[src/rtl/edi_pkg.sv]
// Purpose: Constants for the eight-channel discrete input conditioning block.
// Assumes: One clock MCLK at 10 MHz; parameters arrive as a byte stream.
// Notes: Timing counts assume the 100 ns clock period below.
// Operation
// RL1: Channels 1-4 go to input byte 2, state even bit, fault odd bit.
// RL2: Channels 5-8 go to input byte 1 with the same pairing.
// RL3: Refreshed input bytes are handed over every 6.5 ms.
// RL4: Each channel tracks input changes up to 50 Hz.
// RL5: Accept only config code 0x11, header 0x19, then three parameter bytes.
// RL6: First parameter byte bits 0-7 enable line fault detection, channels 1-8.
// RL7: Second byte bit 0 inverts channels 1-4; bit 1 is ignored.
// RL8: Second byte bits 2-3 select contact type: proximity, 24 V, 5 V.
// RL9: Second byte bits 4-5 select switch-on delay: none, 10, 100, 1000 ms.
// RL10: Second byte bits 6-7 select switch-off delay with the same codes.
// RL11: Third byte applies the same layout to channels 5-8.
// RL12: Switch-on delay suppresses high pulses shorter than the delay.
// RL13: Switch-off delay holds a high level for the delay after a fall.
// RL14: Inversion reports the complement, otherwise positive logic.
// RL15: Detect wire break and short on enabled proximity channels, per channel.
// RL16: Master picks active contact types only with fault detection off.
// RL17: Active contact types work only with the support option enabled.
// RL18: Master must use the configuration held by the station.
// RL19: After reset: no fault detection, no inversion, proximity, no delays.
// RL20: With fault detection off, the fault flag reads 0.
`default_nettype none
package edi_pkg;
	localparam int NCH = 8;
	localparam logic [7:0] CFG_CODE = 8'h11;
	localparam logic [7:0] PRM_HDR = 8'h19;
	// Group config byte field positions.
	localparam int INV_BIT = 0;
	localparam int CT_LSB = 2;
	localparam int ON_LSB = 4;
	localparam int OFF_LSB = 6;
	localparam logic [7:0] LFD_RST = 8'h00;
	localparam logic [7:0] GRP_RST = 8'h00;
	// Contact type codes.
	localparam logic [1:0] CT_PROX = 2'h0;
	localparam logic [1:0] CT_24V = 2'h1;
	localparam logic [1:0] CT_5V = 2'h2;
	// Delay in milliseconds per code.
	localparam logic [9:0] DLY_C1_MS = 10'h00a;
	localparam logic [9:0] DLY_C2_MS = 10'h064;
	localparam logic [9:0] DLY_C3_MS = 10'h3e8;
	// Timing.
	localparam int CLK_NS = 100;
	localparam int MS_NS = 1000000;
	localparam int XFER_US = 6500;
	localparam int MS_CYC = MS_NS / CLK_NS;
	localparam int XFER_CYC = (XFER_US * 1000) / CLK_NS;
	typedef enum logic [4:0] {
		PS_CODE = 5'b00001,
		PS_HDR = 5'b00010,
		PS_B1 = 5'b00100,
		PS_B2 = 5'b01000,
		PS_B3 = 5'b10000
	} edi_pst_t;
endpackage
`default_nettype wire

[src/rtl/edi_top.sv]
// Purpose: Eight-channel discrete input conditioning and status packing.
// Assumes: Parameter bytes come from logic on MCLK; field inputs are asynchronous.
// Notes: Delays are timed on a 1 ms tick, so each delay carries up to 1 ms of jitter.
`default_nettype none
module edi_top #(
	parameter int MS_CYCLES = edi_pkg::MS_CYC,
	parameter int XFER_CYCLES = edi_pkg::XFER_CYC
) (
	input wire logic MCLK,
	input wire logic RST,
	input wire logic [7:0] PRM_BYTE,
	input wire logic PRM_VALID,
	input wire logic ACTIVE_SUPPORT,
	input wire logic [edi_pkg::NCH-1:0] PROX_LEVEL,
	input wire logic [edi_pkg::NCH-1:0] PROX_BREAK,
	input wire logic [edi_pkg::NCH-1:0] PROX_SHORT,
	input wire logic [edi_pkg::NCH-1:0] ACTIVE_LEVEL,
	output logic [7:0] IN_BYTE1,
	output logic [7:0] IN_BYTE2,
	output logic XFER_STB,
	output logic PRM_DONE,
	output logic PRM_ERR
);
	import edi_pkg::*;

	// ------------------------------------------------------------
	// Input synchronisers
	// ------------------------------------------------------------
	logic [4*NCH-1:0] sync1_q;
	logic [4*NCH-1:0] sync2_q;
	logic [NCH-1:0] prox_s;
	logic [NCH-1:0] brk_s;
	logic [NCH-1:0] shrt_s;
	logic [NCH-1:0] act_s;

	always_ff @(posedge MCLK or posedge RST) begin
		if (RST) begin
			sync1_q <= '0;
			sync2_q <= '0;
		end else begin
			sync1_q <= {ACTIVE_LEVEL, PROX_SHORT, PROX_BREAK, PROX_LEVEL};
			sync2_q <= sync1_q;
		end
	end

	assign prox_s = sync2_q[NCH-1:0];
	assign brk_s = sync2_q[2*NCH-1:NCH];
	assign shrt_s = sync2_q[3*NCH-1:2*NCH];
	assign act_s = sync2_q[4*NCH-1:3*NCH];

	// ------------------------------------------------------------
	// Parameter sequence decoder
	// ------------------------------------------------------------
	edi_pst_t pst_q;
	logic [7:0] lfd_q;
	logic [7:0] grp_lo_q;
	logic [7:0] grp_hi_q;
	logic [7:0] lfd_tmp_q;
	logic [7:0] lo_tmp_q;

	// A sequence is only applied once all three bytes arrived, so a broken
	// sequence never leaves the channels half configured.
	always_ff @(posedge MCLK or posedge RST) begin
		if (RST) begin
			pst_q <= PS_CODE;
			lfd_q <= LFD_RST; // RL19
			grp_lo_q <= GRP_RST; // RL19
			grp_hi_q <= GRP_RST; // RL19
			lfd_tmp_q <= LFD_RST;
			lo_tmp_q <= GRP_RST;
			PRM_DONE <= 1'b0;
			PRM_ERR <= 1'b0;
		end else if (PRM_VALID) begin
			unique case (pst_q)
				PS_CODE: begin
					if (PRM_BYTE == CFG_CODE) begin // RL5
						pst_q <= PS_HDR;
						PRM_ERR <= 1'b0;
					end else begin
						PRM_ERR <= 1'b1;
					end
				end
				PS_HDR: begin
					if (PRM_BYTE == PRM_HDR) begin // RL5
						pst_q <= PS_B1;
					end else begin
						pst_q <= PS_CODE;
						PRM_ERR <= 1'b1;
					end
				end
				PS_B1: begin
					lfd_tmp_q <= PRM_BYTE;
					pst_q <= PS_B2;
				end
				PS_B2: begin
					lo_tmp_q <= PRM_BYTE;
					pst_q <= PS_B3;
				end
				PS_B3: begin
					lfd_q <= lfd_tmp_q; // RL6
					grp_lo_q <= lo_tmp_q;
					grp_hi_q <= PRM_BYTE; // RL11
					PRM_DONE <= 1'b1;
					pst_q <= PS_CODE;
				end
				default: begin
					pst_q <= PS_CODE;
				end
			endcase
		end
	end

	// ------------------------------------------------------------
	// Millisecond timebase
	// ------------------------------------------------------------
	logic [31:0] ms_cnt_q;
	logic ms_tick;

	assign ms_tick = (ms_cnt_q == 32'(MS_CYCLES - 1));

	always_ff @(posedge MCLK or posedge RST) begin
		if (RST) begin
			ms_cnt_q <= '0;
		end else if (ms_tick) begin
			ms_cnt_q <= '0;
		end else begin
			ms_cnt_q <= ms_cnt_q + 32'h1;
		end
	end

	function automatic logic [9:0] dly_ms(input logic [1:0] code);
		logic [9:0] r;
		r = '0;
		unique case (code)
			2'h0: r = '0;
			2'h1: r = DLY_C1_MS;
			2'h2: r = DLY_C2_MS;
			2'h3: r = DLY_C3_MS;
		endcase
		return r;
	endfunction

	// ------------------------------------------------------------
	// Per-channel conditioning
	// ------------------------------------------------------------
	logic [NCH-1:0] stat;
	logic [NCH-1:0] flt;

	generate
		for (genvar i = 0; i < NCH; i++) begin : g_ch
			logic [7:0] grp;
			logic [1:0] ct;
			logic use_act;
			logic is_prox;
			logic raw;
			logic [9:0] on_ms;
			logic [9:0] off_ms;
			logic [9:0] lim;
			logic filt_q;
			logic [9:0] cnt_q;

			assign grp = (i < 4) ? grp_lo_q : grp_hi_q; // RL11
			assign ct = grp[CT_LSB +: 2]; // RL8
			// Active types need the station option; else proximity handling.
			assign use_act = ACTIVE_SUPPORT && (ct == CT_24V || ct == CT_5V); // RL17
			// Code 3 is undefined and falls back to proximity handling.
			assign is_prox = !use_act;
			assign raw = use_act ? act_s[i] : prox_s[i];
			assign on_ms = dly_ms(grp[ON_LSB +: 2]); // RL9
			assign off_ms = dly_ms(grp[OFF_LSB +: 2]); // RL10
			assign lim = filt_q ? off_ms : on_ms;

			// Mismatch must persist for the delay before the state moves.
			always_ff @(posedge MCLK or posedge RST) begin
				if (RST) begin
					filt_q <= 1'b0;
					cnt_q <= '0;
				end else if (raw == filt_q) begin
					cnt_q <= '0;
				end else if (lim == '0) begin
					filt_q <= raw; // RL4
					cnt_q <= '0;
				end else if (ms_tick) begin
					if (cnt_q + 10'h1 >= lim) begin
						filt_q <= raw; // RL12 RL13
						cnt_q <= '0;
					end else begin
						cnt_q <= cnt_q + 10'h1;
					end
				end
			end

			assign stat[i] = filt_q ^ grp[INV_BIT]; // RL14 RL7
			assign flt[i] = lfd_q[i] && is_prox && (brk_s[i] || shrt_s[i]); // RL15 RL20
		end
	endgenerate

	// ------------------------------------------------------------
	// Packing and periodic hand-over
	// ------------------------------------------------------------
	logic [31:0] xf_cnt_q;
	logic xf_tick;
	logic [7:0] b1_d;
	logic [7:0] b2_d;

	assign xf_tick = (xf_cnt_q == 32'(XFER_CYCLES - 1));

	always_comb begin
		b1_d = '0;
		b2_d = '0;
		for (int k = 0; k < 4; k++) begin
			b2_d[2*k] = stat[k]; // RL1
			b2_d[2*k+1] = flt[k]; // RL1
			b1_d[2*k] = stat[k+4]; // RL2
			b1_d[2*k+1] = flt[k+4]; // RL2
		end
	end

	always_ff @(posedge MCLK or posedge RST) begin
		if (RST) begin
			xf_cnt_q <= '0;
			IN_BYTE1 <= '0;
			IN_BYTE2 <= '0;
			XFER_STB <= 1'b0;
		end else begin
			XFER_STB <= xf_tick;
			if (xf_tick) begin
				xf_cnt_q <= '0;
				IN_BYTE1 <= b1_d; // RL3
				IN_BYTE2 <= b2_d; // RL3
			end else begin
				xf_cnt_q <= xf_cnt_q + 32'h1;
			end
		end
	end
endmodule
`default_nettype wire

[config.mk]
export PLATFORM = sky130hd
export DESIGN_NAME = edi_top
export DESIGN_NICKNAME = d
export VERILOG_FILES = /design/src/rtl/edi_pkg.sv /design/src/rtl/edi_top.sv
export SDC_FILE = /design/constraint.sdc
export NUM_CORES = 1
export LEC_CHECK = 0
export ABC_AREA = 1
export BUFFER_PORTS_ARGS = -buffer_cell sky130_fd_sc_hd__buf_2
export CAP_MARGIN = 15
export CORE_AREA = 3 3 187 189
export DETAILED_ROUTE_END_ITERATION = 7
export DIE_AREA = 0 0 190 192
export PLACE_DENSITY_LB_ADDON = 0.12
export SLEW_MARGIN = 20
export SYNTH_ARGS = -nofsm -noshare
export SYNTH_HDL_FRONTEND = slang
export SYNTH_SLANG_ARGS = --single-unit
export TNS_END_PERCENT = 1
[constraint.sdc]
create_clock -name MCLK -period 8.95 [get_ports MCLK]
set_input_delay 1.79 -clock MCLK [delete_from_list [all_inputs] [get_ports MCLK]]
set_output_delay 1.79 -clock MCLK [all_outputs]
set_load 0.005 [all_outputs]
* Yosys cells after proc, flatten, opt, wreduce, memory -nomap -nowiden *
Cells that the tools add are included.

word-level totals
  register bits = 280
  latch bits = 0
  bits in writable memories = 0
  memory bits (read-only) = 0
  bits of input ports = 44
  output and inout bits = 19
  memories = 0

operators by class
  add/sub/neg operators = 10
  multipliers = 0
  divide/modulo/power cells = 0
  order comparisons = 8
  eq/ne operators = 35
  shift-type cells = 0
  muxes and demuxes = 84
  bitwise operators = 16
  reduce and logical (&&, ||, !) cells = 80

operators by type and width
  operator                                                count
  2-to-1 mux 10 bit                                       40
  one-hot mux 10 bit (4 select lines)                     4
  adder 10 x 1 -> 10 bit (second input constant)          8
  >= comparator 10 bit                                    8
  logical NOT 10 bit                                      8
  adder 32 x 1 -> 32 bit (second input constant)          2
  2-to-1 mux 32 bit                                       2
  2-to-1 mux 1 bit                                        34
  nonzero test 2 bit                                      17
  equality test 32 x 14 -> 1 bit (second input constant)  1
  equality test 32 x 16 -> 1 bit (second input constant)  1
  AND reduction 3 bit                                     9
  nonzero test 3 bit                                      8
  equality test 2 bit (second input constant)             10
  one-hot mux 5 bit (4 select lines)                      1
  logical AND 1 bit                                       18
  equality test 8 x 5 -> 1 bit (second input constant)    2
  equality test 2 x 1 -> 1 bit (second input constant)    6
  logical OR 1 bit                                        10
  equality test 1 bit                                     8
  logical NOT 2 bit                                       4
  inverter 1 bit                                          8
  AND reduction 2 bit                                     4
  bitwise XOR 1 bit                                       8
  10 further kinds                                        12

* Logic depth before layout (Yosys ltp) *
  depth after elaboration = 8
  depth in mapped cells = 19

* Worst setup path before layout *
No wires, ideal clock.

  path type = input to register
  start point = in ACTIVE_SUPPORT
  end point = reg g_ch[7].cnt_q[1]
  library setup time = 65 ps
  data arrival time = 2,756 ps
  setup slack = 6,129 ps
  stages = 10
  buffers on the path = 1
  cells stage by stage = nand3_2 -> buf_2 -> nand2_2 -> o21ai_2 -> nand2_1 -> nand2_1 -> nand2_1 -> nor2_4 -> nand2_1 -> nand2_1

on the way
  cells in the longest elaborated chain, start to end = 4

ends and longest elaborated chain
  element                                                                   RTL line        source
  start, declared                                                           edi_top.sv:13   input wire logic ACTIVE_SUPPORT,
  logical AND 1 bit (*)                                                     edi_top.sv:165  assign use_act = ACTIVE_SUPPORT && (ct == CT_24V || ct == CT_5V);
  2-to-1 mux 1 bit (*)                                                      edi_top.sv:168  assign raw = use_act ? act_s[i] : prox_s[i];
  equality test 1 bit (*)                                                   edi_top.sv:178  end else if (raw == filt_q) begin
  nonzero test 3 bit (no line) / 2-to-1 mux 10 bit (equally long branches)  n/a
  end signal, assigned                                                      edi_top.sv:188  cnt_q <= cnt_q + 10'h1;
  end, declared                                                             edi_top.sv:160  logic [9:0] cnt_q;

Every way passes the cells marked *; elsewhere a longest branch is shown, timed or not.
A chain may end at the register's enable or synchronous reset.

* Final worst setup path *
  start point = in ACTIVE_SUPPORT
  end point = reg g_ch[4].cnt_q[2]

on the way
  cells in the longest elaborated chain, start to end = 4

ends and longest elaborated chain
  element                                                                   RTL line
  logical AND 1 bit (*)                                                     edi_top.sv:165
  2-to-1 mux 1 bit (*)                                                      edi_top.sv:168
  equality test 1 bit (*)                                                   edi_top.sv:178
  nonzero test 3 bit (no line) / 2-to-1 mux 10 bit (equally long branches)  n/a
  end signal, assigned                                                      edi_top.sv:188
  end, declared                                                             edi_top.sv:160

Marks and branches as above.

==> flow_summary.json <==
{
  "crit_type": "in2reg",
  "cts_root_buffer": "clkbuf_16",
  "skew_ns": 0.02211,
  "use_met3_pct": 2.738,
  "ir_worst_vdd_mv": 0.1733,
  "cpPeakStageDelay_ns": 0.37,
  "grt_pass1_vias": 11390,
  "gr-max-usage-layer": "met2",
  "ys_seq_area_share_pct": 46.19,
  "htree_num_levels": 2,
  "status": "finished clean",
  "relSlewSlack_pct": 35.57,
  "globalplace.congestion": 0.8577,
  "grt_usage_pct": 18.23,
  "numClockSinks": 277,
  "yosysUniqueCellTypes": 48,
  "num_vias": 11780,
  "dp.cells": 2342,
  "cp_slowest_cell": "nor2_2",
  "clkTransAtPathRegs_ns": 0.06,
  "initial_core_util_pct": 44.87,
  "leakage_nw": 8.798,
  "pwr_density_cell_mw_per_mm2": 233.4,
  "hp-class": "reg2reg",
  "use_met1_pct": 26.59,
  "vias_per_cell": 4.900,
  "finalSetupViolCount": 0,
  "tritoncts": "done",
  "antenna_found_initial": 0,
  "path_buf_inv": 2,
  "setup_ws_ns": 6.001,
  "wl_um": 32220,
  "grtUsageMet2_pct": 28.72,
  "min_period_over_period_pct": 32.95,
  "cp-startpoint": "ACTIVE_SUPPORT",
  "nFillCells": 3194,
  "fin_crit_ns": 2.949,
  "io_buffer_count": 62,
  "grt_setup_unrepaired": "no",
  "min_from": "sync1_q[24]$_DFF_PP0_",
  "grt_pass1_wl_um": 55480,
  "worstPathArrival_ns": 3.39,
  "synth_seq_cells": 277,
  "yosys_warnings": 0,
  "worst_skew_pair.late_latency_ns": 0.52,
  "synth_top_cell_area_share_pct": 46.02,
  "cap_violations": 0,
  "path_common_cell": "nand2_1",
  "postCtsHoldBufs": 0,
  "total_power_mw": 3.979,
  "cts_buffer_depth": 3,
  "drtAntennaViolNets": 0,
  "synthCells": 1852,
  "required_ns": 9.39,
  "hpwl_um": 23340,
  "die_height_um": 192,
  "post_cts_resized": 0,
  "synthesis.nets": 1970,
  "slew_violations": 0,
  "wl_per_cell_um": 13.40,
  "seq_area_mm2": 0.006933,
  "grt_max_degree": 73,
  "antenna_cells": 0,
  "die_x_um": 190,
  "coreArea_mm2": 0.03345,
  "critical-path-top-delay-family": "simple AND/OR/NAND/NOR gates",
  "tns_ns": 0,
  "gr-total-overflow": 0,
  "hold_viol_final": 0,
  "crit_chain": "buf_2 -> nand3_2 -> o21ai_1 -> inv_1 -> nand2_1 -> nand2_1 -> nor2_2 -> nand2_1 -> nand2_1",
  "drc": 0,
  "area_delta_synth_final_pct": 13.56,
  "avgSynthCellArea_um2": 8.104,
  "synth_area_leaders": "dfrtp_1 (46%), nand2_1 (14%), ha_1 (6.2%)",
  "final_common_cell": "nand2_1",
  "drive_gt1_share_pct": 9.811,
  "preCtsSetupSlack_ns": 5.413,
  "worst_pin_slew_ns": 0.9665,
  "max_freq_ghz": 0.3391,
  "post_cts_buffers": 0,
  "end_kind": "flop",
  "dr.pass1.iters": 6,
  "multiInputGateArea_mm2": 0.006982,
  "final_cell_mix": "nand2_1 (541), dfrtp_1 (276), inv_1 (243)",
  "die-area_mm2": 0.03648,
  "synth_top_area_cell": "dfrtp_1",
  "timing.rr.start": "xf_cnt_q[0]$_DFF_PP0_",
  "start_kind": "input port",
  "cp_max_fo": 14,
  "std_cell_rows": 67,
  "synth_area_mm2": 0.01501,
  "nNetsFinal": 2049,
  "instances_no_fill": 2405,
  "numCtsBuffers": 35,
  "first_iter_violations": 667,
  "io_pins": 63
}
-- flip-flops by register name, summed over array words and instances (netlist names), 5 cells and up --
| signal | flops |
|---|---|
| g_ch.filt_q | 8 |
| xf_cnt_q | 32 |
| lfd_q | 8 |
| g_ch.cnt_q | 80 |
| sync1_q | 32 |
| ms_cnt_q | 32 |
| lo_tmp_q | 7 |
| lfd_tmp_q | 8 |
| g_ch.grp | 14 |
| IN_BYTE2 | 8 |
| IN_BYTE1 | 8 |
| sync2_q | 32 |
| pst_q | 5 |
-- cell type report --
class,instances,area share [%]
Timing Repair Buffer,66,1.997
Sequential cell,277,40.68
Clock inverter,18,1.439
Multi-Input combinational cell,1289,40.97
Inverter,262,5.793
Tap cell,448,3.289
Clock buffer,45,5.837
-- path summary, 6_finish.rpt --
path / cells after the start / end / slack, ns
worst min register to register: 0 / sync2_q[24]$_DFF_PP0_ / 0.34
worst max-delay path: 9 / g_ch[4].cnt_q[2]$_DFFE_PP0P_ / 6.00
max in group asynchronous: 3 / ms_cnt_q[17]$_DFF_PP0_ / 6.09
worst min-delay path: 0 / sync2_q[24]$_DFF_PP0_ / 0.34
worst max register to register: 5 / IN_BYTE1[6]$_DFFE_PP0P_ / 6.25
min in group asynchronous: 2 / sync1_q[13]$_DFF_PP0_ / 1.45
-- synthesized netlist by cell type, drive strengths merged --
library cell / count
nand2: 544
dfrtp: 276
inv: 261
nor2: 151
nand3: 121
o21ai: 103
ha: 74
xor2: 68
nand4: 43
nor3: 38
xnor2: 37
a21oi: 34
buf: 17
o211ai: 13
nor4: 12
o22ai: 10
nand3b: 9
mux2: 8
clkbuf: 7
a21boi: 5
nor3b: 5
o21bai: 4
a22oi: 3
and3: 2
a211oi: 1
a21o: 1
a31oi: 1
and2: 1
clkinv: 1
dfstp: 1
or2: 1
-- kinds of logic (layout without fill, tap and decap cells) --
group / count (synthesis) / in the layout / share of synthesized area, %
flip-flops: 277 / 277 / 46.19
XOR/XNOR: 105 / 105 / 6.128
multiplexers: 8 / 8 / 0.6003
AND/OR/NAND/NOR: 927 / 927 / 26.95
AO/OA/AOI/OAI: 175 / 175 / 6.636
adder cells (fa/ha/maj): 74 / 74 / 6.169
buffers and inverters: 286 / 391 / 7.320
-- report_power, final --
part | internal [mW] | leakage (nW) | switching (mW)
clock | 0.935 | 0.605 | 0.545
sequential | 1.34 | 3.58 | 0.0923
combinational | 0.327 | 4.62 | 0.744
total | 2.60 | 8.80 | 1.38
-- stage by stage --
stage               hold WS (ns)  utilization (%)  area (µm²)
detailed placement        0.3347            47.25       15800
finish                    0.3434            50.95       17040
global placement          0.3327            47.25       15800
CTS                       0.3461            50.95       17040
global route              0.3496            50.95       17040
floorplan                 0.3312                -       15010
-- layer usage --
| layer | part of all wire (%) | vias to the layer above |
|---|---|---|
| li1 | - | 6101 |
| met1 | 50 | 5468 |
| met2 | 45 | 176 |
| met3 | 3.6 | 39 |
| met4 | 1.7 | 0 |
| met5 | 0 | - |
(Power assumes the default switching activity.)
